`src/hdl/reru_pkg.sv`:
```
// Package for the radio error reporting unit: register map, error codes,
// reset values and the carrier structs shared by the block's files.
// Assumes a single controller clock and a plain strobe register port.
package reru_pkg;

	// Register offsets on the plain register port.
	localparam logic [3:0] ADDR_CODE   = 4'h0;
	localparam logic [3:0] ADDR_MASK   = 4'h1;
	localparam logic [3:0] ADDR_RETRY  = 4'h2;
	localparam logic [3:0] ADDR_STATUS = 4'h3;

	// Group mask bits; every code of a group lies inside its group bit.
	localparam logic [7:0] GRP_OVERFLOW = 8'h08;
	localparam logic [7:0] GRP_REGWRITE = 8'h10;
	localparam logic [7:0] GRP_ACK      = 8'h20;
	localparam logic [7:0] GRP_PACKET   = 8'h40;

	// Error codes: distinct, and each carries its own group bit and no other group's bit.
	localparam logic [7:0] CODE_UART_OVR   = 8'h08;
	localparam logic [7:0] CODE_RADIO_OVR  = 8'h09;
	localparam logic [7:0] CODE_REG_WRITE  = 8'h10;
	localparam logic [7:0] CODE_ACK_RETRY  = 8'h20;
	localparam logic [7:0] CODE_PAYLOAD    = 8'h40;
	localparam logic [7:0] CODE_HEADER     = 8'h41;
	localparam logic [7:0] CODE_SEQUENCE   = 8'h42;
	localparam logic [7:0] CODE_FRAME_KIND = 8'h43;

	// Values after reset.
	localparam logic [7:0] CODE_EMPTY  = 8'h00;
	localparam logic [7:0] MASK_RESET  = 8'hFF;
	localparam logic [7:0] RETRY_RESET = 8'h03;
	localparam logic [7:0] RD_IDLE     = 8'h00;

	// Number of error sources.
	localparam int NUM_SRC = 8;

	// Raw error events from the rest of the controller.
	typedef struct packed {
		logic uart_buffer_overrun;
		logic radio_buffer_overrun;
		logic reg_write_fail;
		logic ack_retries_used_up;
		logic payload_check_fail;
		logic header_check_fail;
		logic ack_sequence_mismatch;
		logic unsupported_frame_kind;
	} reru_err_s;

	// Register port request.
	typedef struct packed {
		logic [3:0] addr;
		logic [7:0] wdata;
		logic       wr;
		logic       rd;
	} reru_bus_s;

endpackage : reru_pkg

```
`src/hdl/reru_top.sv`:
```
// Radio error reporting unit: latches the newest error code into a
// clear-on-read register and raises an alert line through a mask.
// Assumes error inputs are one-cycle pulses from logic on ref_clk and
// software reaches the registers over a plain strobe port.
`timescale 1ns/1ns
// Contract
// - Detected error places its code in register.
// - Reading code register returns it, then clears.
// - New error overwrites held code, no queue.
// - Alert asserted when code AND mask nonzero.
// - Alert holds until host reads code register; also drops when mask write or new code leaves code AND mask zero.
// - Mask gates alert only; all errors recorded.
// - Mask 0x08 passes only buffer overruns.
// - Mask 0x10 passes only register write failure.
// - Mask 0x20 passes only missing acknowledgement.
// - Mask 0x40 passes only packet integrity errors.
// - Mask 0xFF passes every error code.
// - Record radio and UART buffer overruns separately.
// - Record failed register write.
// - Record missing acknowledgement after retries exhausted.
// - Record payload and header check failures distinctly.
// - Record acknowledgement sequence number mismatch.
// - Record unsupported frame kind; other codes reserved.
// - Retry limit comes from retry limit register.
module reru_top #(
	parameter int RETRY_W = 8
) (
	// Clock and reset.
	input  wire logic                 ref_clk,
	input  wire logic                 resetn,
	// Register port.
	input  wire logic [3:0]           reg_addr,
	input  wire logic [7:0]           reg_wdata,
	input  wire logic                 reg_wr,
	input  wire logic                 reg_rd,
	output logic      [7:0]           reg_rdata,
	// Error events from the controller.
	input  wire logic                 uart_buffer_overrun,
	input  wire logic                 radio_buffer_overrun,
	input  wire logic                 reg_write_fail,
	input  wire logic                 payload_check_fail,
	input  wire logic                 header_check_fail,
	input  wire logic                 ack_sequence_mismatch,
	input  wire logic                 unsupported_frame_kind,
	// Transmit progress for the retry monitor.
	input  wire logic                 tx_start,
	input  wire logic                 tx_retry,
	input  wire logic                 ack_ok,
	// Host alert line, active high.
	output logic                      error_alert_line,
	// Retry limit for the transmitter.
	output logic      [RETRY_W-1:0]   retry_limit
);

	initial begin
		if (RETRY_W < 1 || RETRY_W > 8) begin
			$error("reru_top: RETRY_W must be 1 to 8");
		end
	end

	// State of the block, apart from the retry monitor's own registers, in one struct.
	typedef struct packed {
		logic [7:0]         code;
		logic [7:0]         mask;
		logic [RETRY_W-1:0] retry;
		logic [7:0]         rdata;
		logic               alert;
		logic [7:0]         err_count;
	} reru_state_s;

	reru_state_s             st_r;
	reru_state_s             st_nxt;
	reru_pkg::reru_err_s     err;
	reru_pkg::reru_bus_s     bus;
	logic                    ack_missing;
	logic                    any_err;
	logic [7:0]              new_code;
	logic [7:0]              held_after;

	// Retransmission watcher driven by the stored retry limit.
	reru_retry_mon #(
		.CNT_W               (RETRY_W)
	) u_retry_mon (
		.ref_clk             (ref_clk),
		.resetn              (resetn),
		.tx_start            (tx_start),
		.tx_retry            (tx_retry),
		.ack_ok              (ack_ok),
		.retry_limit         (st_r.retry),
		.ack_retries_used_up (ack_missing)
	);

	// Gather events and the register request into their carriers.
	always_comb begin
		err.uart_buffer_overrun    = uart_buffer_overrun;
		err.radio_buffer_overrun   = radio_buffer_overrun;
		err.reg_write_fail         = reg_write_fail;
		err.ack_retries_used_up    = ack_missing;
		err.payload_check_fail     = payload_check_fail;
		err.header_check_fail      = header_check_fail;
		err.ack_sequence_mismatch  = ack_sequence_mismatch;
		err.unsupported_frame_kind = unsupported_frame_kind;
		bus.addr                   = reg_addr;
		bus.wdata                  = reg_wdata;
		bus.wr                     = reg_wr;
		bus.rd                     = reg_rd;
	end

	// Map the event set to one code. Should two events coincide, the
	// later-listed source is taken; only one code can be held anyway.
	function automatic logic [7:0] err_to_code(reru_pkg::reru_err_s e);
		logic [7:0] c;
		c = reru_pkg::CODE_EMPTY;
		if (e.uart_buffer_overrun) begin
			c = reru_pkg::CODE_UART_OVR;
		end
		if (e.radio_buffer_overrun) begin
			c = reru_pkg::CODE_RADIO_OVR;
		end
		if (e.reg_write_fail) begin
			c = reru_pkg::CODE_REG_WRITE;
		end
		if (e.ack_retries_used_up) begin
			c = reru_pkg::CODE_ACK_RETRY;
		end
		if (e.payload_check_fail) begin
			c = reru_pkg::CODE_PAYLOAD;
		end
		if (e.header_check_fail) begin
			c = reru_pkg::CODE_HEADER;
		end
		if (e.ack_sequence_mismatch) begin
			c = reru_pkg::CODE_SEQUENCE;
		end
		if (e.unsupported_frame_kind) begin
			c = reru_pkg::CODE_FRAME_KIND;
		end
		return c;
	endfunction

	// Masking test; used for the alert only, the status view returns the error count.
	function automatic logic masked_hit(logic [7:0] c, logic [7:0] m);
		return (c & m) != 8'h00;
	endfunction

	// Error detection and the code the register will hold afterwards.
	always_comb begin
		new_code = err_to_code(err);
		any_err  = (err != '0);
		if (any_err) begin
			held_after = new_code;
		end else if (bus.rd && bus.addr == reru_pkg::ADDR_CODE) begin
			held_after = reru_pkg::CODE_EMPTY;
		end else begin
			held_after = st_r.code;
		end
	end

	// Next state. An error in the same cycle as the clearing read wins,
	// so no event is lost; the read still returns the old code.
	always_comb begin
		st_nxt       = st_r;
		st_nxt.rdata = reru_pkg::RD_IDLE;
		st_nxt.code  = held_after;

		// Register writes. The code register is read only.
		if (bus.wr) begin
			unique case (bus.addr)
				reru_pkg::ADDR_MASK: begin
					st_nxt.mask = bus.wdata;
				end
				reru_pkg::ADDR_RETRY: begin
					st_nxt.retry = bus.wdata[RETRY_W-1:0];
				end
				default: begin
					st_nxt.mask = st_r.mask;
				end
			endcase
		end

		// Register reads; data stands in the next cycle only.
		if (bus.rd) begin
			unique case (bus.addr)
				reru_pkg::ADDR_CODE: begin
					st_nxt.rdata = st_r.code;
				end
				reru_pkg::ADDR_MASK: begin
					st_nxt.rdata = st_r.mask;
				end
				reru_pkg::ADDR_RETRY: begin
					st_nxt.rdata = 8'(st_r.retry);
				end
				reru_pkg::ADDR_STATUS: begin
					st_nxt.rdata = st_r.err_count;
				end
				default: begin
					st_nxt.rdata = reru_pkg::RD_IDLE;
				end
			endcase
		end

		// Count of recorded errors, saturating, for diagnostics.
		if (any_err && st_r.err_count != 8'hFF) begin
			st_nxt.err_count = st_r.err_count + 8'h01;
		end

		// Alert follows the held code through the mask. Since only a code
		// read empties the register, the line stays up until that read or a new code outside the mask.
		// A mask change re-evaluates at once; follow.
		st_nxt.alert = masked_hit(held_after, st_nxt.mask);
	end

	// State register: resets to empty code and a quiet alert line.
	always_ff @(posedge ref_clk or negedge resetn) begin
		if (!resetn) begin
			st_r.code      <= reru_pkg::CODE_EMPTY;
			st_r.mask      <= reru_pkg::MASK_RESET;
			st_r.retry     <= RETRY_W'(reru_pkg::RETRY_RESET);
			st_r.rdata     <= reru_pkg::RD_IDLE;
			st_r.alert     <= 1'b0;
			st_r.err_count <= 8'h00;
		end else begin
			st_r <= st_nxt;
		end
	end

	// Outputs straight from flip-flops.
	assign reg_rdata        = st_r.rdata;
	assign error_alert_line = st_r.alert;
	assign retry_limit      = st_r.retry;

endmodule // reru_top

```
`src/hdl/reru_retry_mon.sv`:
```
// Retry monitor: counts retransmissions of the current packet and raises
// the missing-acknowledgement event once they exceed the stored limit.
// Assumes tx_retry and ack_ok are one-cycle pulses on ref_clk.
`timescale 1ns/1ns
module reru_retry_mon #(
	parameter int CNT_W = 8
) (
	// Clock and reset.
	input  wire logic             ref_clk,
	input  wire logic             resetn,
	// Transmit progress.
	input  wire logic             tx_start,
	input  wire logic             tx_retry,
	input  wire logic             ack_ok,
	input  wire logic [CNT_W-1:0] retry_limit,
	// Event out.
	output logic                  ack_retries_used_up
);

	initial begin
		if (CNT_W < 1 || CNT_W > 16) begin
			$error("reru_retry_mon: CNT_W out of range");
		end
	end

	typedef struct packed {
		logic [CNT_W:0] cnt;
		logic           busy;
		logic           ev;
	} reru_mon_s;

	reru_mon_s st_r;
	reru_mon_s st_nxt;

	// The count is one bit wider than the limit so it can pass it.
	always_comb begin
		st_nxt    = st_r;
		st_nxt.ev = 1'b0;
		if (tx_start) begin
			st_nxt.cnt  = '0;
			st_nxt.busy = 1'b1;
		end else if (ack_ok) begin
			st_nxt.busy = 1'b0;
		end else if (st_r.busy && tx_retry) begin
			st_nxt.cnt = st_r.cnt + 1'b1;
			if ((st_r.cnt + 1'b1) > {1'b0, retry_limit}) begin
				st_nxt.ev   = 1'b1;
				st_nxt.busy = 1'b0;
			end
		end
	end

	// State register; only constants under reset.
	always_ff @(posedge ref_clk or negedge resetn) begin
		if (!resetn) begin
			st_r <= '0;
		end else begin
			st_r <= st_nxt;
		end
	end

	assign ack_retries_used_up = st_r.ev;

endmodule // reru_retry_mon

```
`config.mk`:
```
export PLATFORM = sky130hd
export DESIGN_NAME = reru_top
export DESIGN_NICKNAME = d
export VERILOG_FILES = /design/src/hdl/reru_pkg.sv /design/src/hdl/reru_top.sv /design/src/hdl/reru_retry_mon.sv
export SDC_FILE = /design/constraint.sdc
export NUM_CORES = 1
export LEC_CHECK = 0
export ABC_AREA = 1
export BUFFER_PORTS_ARGS = -buffer_cell sky130_fd_sc_hd__buf_2
export CAP_MARGIN = 30
export CORE_MARGIN = 2
export CORE_UTILIZATION = 53
export CTS_BUF_LIST = sky130_fd_sc_hd__clkbuf_8
export DETAILED_ROUTE_END_ITERATION = 8
export PLACE_DENSITY = 0.78
export SYNTH_ARGS = -nofsm -noshare
export SYNTH_HDL_FRONTEND = slang
export SYNTH_SLANG_ARGS = --single-unit
```
`constraint.sdc`:
```
create_clock -name ref_clk -period 2.25 [get_ports ref_clk]
set_clock_uncertainty 0.15 [all_clocks]
set_input_delay 0.225 -clock ref_clk [delete_from_list [all_inputs] [get_ports ref_clk]]
set_output_delay 0.225 -clock ref_clk [all_outputs]
set_load 0.1 [all_outputs]
```
==> impl_metrics.toml <==
[routing]
drt-total-wl_um = 6423
final_antenna_net_count = 0
detailroute.via_count = 2360
drt-pass1-iter-count = 6
first_iter_violations = 145
wire_length_per_cell_um = 14.09
drc = 0
routed_via_density = 5.175

[pwr]
power.static_leakage_nw = 1.660
power.density_nw_per_um2 = 852.1
power.ir.vdd_worst_mv = 0.4402

[sta]
maxSlewHeadroom = 0.6768
worst_slack_ns = -0.008040
timing.final.max_slew_violations = 0
finalSetupViolations = 1
final_hold_viol_count = 0
actual_transition_at_the_worst_max_transition_pin_ns = 0.4882
setup_repair_after_global_routing_missed_its_margin = "yes"
fin_crit_sh = 1.004
max_clock_freq_mhz = 442.9
setup_total_negative_slack_ns = -0.008040
period_minus_slack_ns = 2.258

[global_route]
global_route.usage.total = 0.2166
grt_overflow_total = 0
grt_max_degree = 21
first_pass_grt_wire_length_um = 10290
number_of_antenna_violations_at_the_first_check_in_global_routing = 0
number_of_global_route_vias_before_repair = 2289

[logic_synthesis]
synth_edf_count = 0
commonest_register_cell_after_synthesis = "dfrtp_1"
synth_top_area_cell = "dfrtp_1"
post_synthesis_instance_area_um2 = 2866
synth_seq_cells = 52
post_synth_num_cell_types = 31
yosysSeqAreaShare = 0.4583
nets_in_the_synthesized_netlist = 385
synth.yosys.warnings = 0
synth_cells = 349
yosys-top-cells-area = "dfrtp_1, nand2_1, dfstp_2, nand3_1, inv_1"
yosys.area.top_type_share = 0.3667
post_synthesis_average_cell_area_um2 = 8.213
async_set_reset_flop_share_out_of_synthesis = 1.000

[setup_path]
critPathRequiredTime_ns = 2.30
cp_data_arrival_time_ns = 2.31
kind_of_critical_path = "register to register"
critPathCaptureType = "register"
crit_path_start_kind = "register"
crit_path_max_fanout = 3

[clocking]
clock_path_buffers = 2
clock_latency_ns = 0.31
cts_root_buffer = "clkbuf_8"
cts_tree = "yes"
clk_pin_slew_worst_paths_ns = 0.10
cts-buffers-inserted = 5
cts_num_sinks = 52
cts_htree_levels = 2

[placed_design]
placement.setup.worst_slack_ns = 0.03267
count_of_buffers_from_port_buffering = 42
detailed_place_hpwl_um = 4864
finalWeightedCongestion = 0.9318

[finish]
antenna_cells = 0
fill_cells = 429
layout_commonest_cell = "nand2_1"
flow.area_growth_from_synthesis_pct = 14.23
final_layout_size_suffix_gt1_frac = 0.2461
final_cell_mix = "nand2_1, inv_1, buf_2, dfrtp_1, nand3_1"
finalNetCount = 421

[floorplanning]
die_w_um = 77.54
fp.dieH_um = 77.54
core_area_um2 = 5172
start_util = 0.5542
std_cell_rows = 26
dieArea_um2 = 6012
number_of_ports_placed_on_the_die_boundary = 43

[flow_run]
cap_violations = 0

[status]
status = "finished with violations"
failed_checks = "setup timing"

[hold_path]
hold_class = "primary input to register"
==> sequential cells by signal (all words and copies together), names as in the netlist <==
register,cells
reg_rdata,8
retry_limit,8
u_retry_mon.ack_retries_used_up,1
st_r,24
u_retry_mon.st_r,10
error_alert_line,1
==> logic make-up after synthesis <==
logic type | count (synthesis) | share of synthesized area
AND/OR/NAND/NOR | 159 | 0.2532
buffers and inverters | 75 | 0.1257
flip-flops | 52 | 0.4583
AO/OA/AOI/OAI | 43 | 0.08861
XOR/XNOR | 10 | 0.03055
adder cells (fa/ha/maj) | 10 | 0.04365
==> cell usage after synthesis, types with 5 or more instances <==
master / instances
nand2_1: 82
inv_1: 50
dfrtp_1: 42
nand3_1: 41
nor2_1: 21
buf_4: 16
o21ai_0: 14
dfstp_2: 10
ha_1: 10
xor2_1: 10
o22ai_1: 7
a21oi_1: 5
a31oi_1: 5
o21ai_1: 5
==> layout make-up <==
cell class              instances  area (µm²)  share of cell area
flip-flops and latches         52        1315              0.4016
inverters                      54       202.7             0.06190
clock inverters                 2       15.01            0.004585
clock buffers                   6       82.58             0.02522
multi-input cells             222        1291              0.3943
well taps                      70       87.58             0.02675
repair buffers                 50       280.3             0.08559
==> worst max-delay path, stage by stage (launching register included) <==
cell and delay (ns):
dfrtp_1 0.43, ha_2 0.23, nand3_4 0.12, xor2_2 0.17, inv_2 0.06, ha_4 0.27, nand2_2 0.07, nor2_2 0.12
nand2_1 0.06, nand3_1 0.07, nand2_1 0.05, nand2_1 0.05, nand2_1 0.06, nand2_1 0.08, nand2_2 0.06, nand2_1 0.08
nand2_1 0.05
==> where the power goes <==
part / switching [mW] / internal (mW)
Clock: 0.323 / 0.250
Sequential: 0.130 / 1.12
Combinational: 0.698 / 0.269
==> what timing repair did <==
item                                    in CTS  in global routing
pin swaps                                    1                  9
gates resized for setup                      0                 23
buffers inserted                             1                  1
endpoints found under the hold margin       14                  0
endpoints found under the setup margin       1                  2
hold buffers                                 1                  0
==> per-layer routing <==
layer  up-vias  global-route usage  wire length (µm)
li1       1178                   -                 -
met1      1107              0.2765              2835
met3         6             0.05581               356
met2        69              0.3652              3164
met5         -                   0                 0
met4         0             0.06071                67
==> worst paths after layout <==
path | from | to | slack [ns] | depth (start not counted)
worst max-delay path | u_retry_mon.st_r[3] | u_retry_mon.st_r[1] | -0.008 | 16
worst min-delay path | ack_sequence_mismatch | st_r[34] | 0.006 | 3
worst max register to register | u_retry_mon.st_r[3] | u_retry_mon.st_r[1] | -0.008 | 16
worst min register to register | st_r[26] | st_r[26] | 0.35 | 2
max in group asynchronous | resetn | st_r[29] | 1.10 | 3
min in group asynchronous | resetn | st_r[33] | 0.20 | 2
==> stage by stage <==
| step | power (mW) | hold slack, ns | util | cells | area, µm² |
|---|---|---|---|---|---|
| 2_1_floorplan | 1.988 | -0.2206 | - | 349 | 2867 |
| 3_3_place_gp | 2.148 | 0.003214 | 0.5885 | 445 | 3044 |
| 3_5_place_dp | 2.176 | 0.008218 | 0.5885 | 445 | 3044 |
| 4_1_cts | 2.740 | 0.004728 | 0.6108 | 455 | 3159 |
| 5_1_grt | 2.941 | 0.007594 | 0.6330 | 456 | 3274 |
| 6_report | 2.790 | 0.005582 | 0.6330 | 456 | 3274 |
No activity file was read; power rests on OpenSTA's default activity.
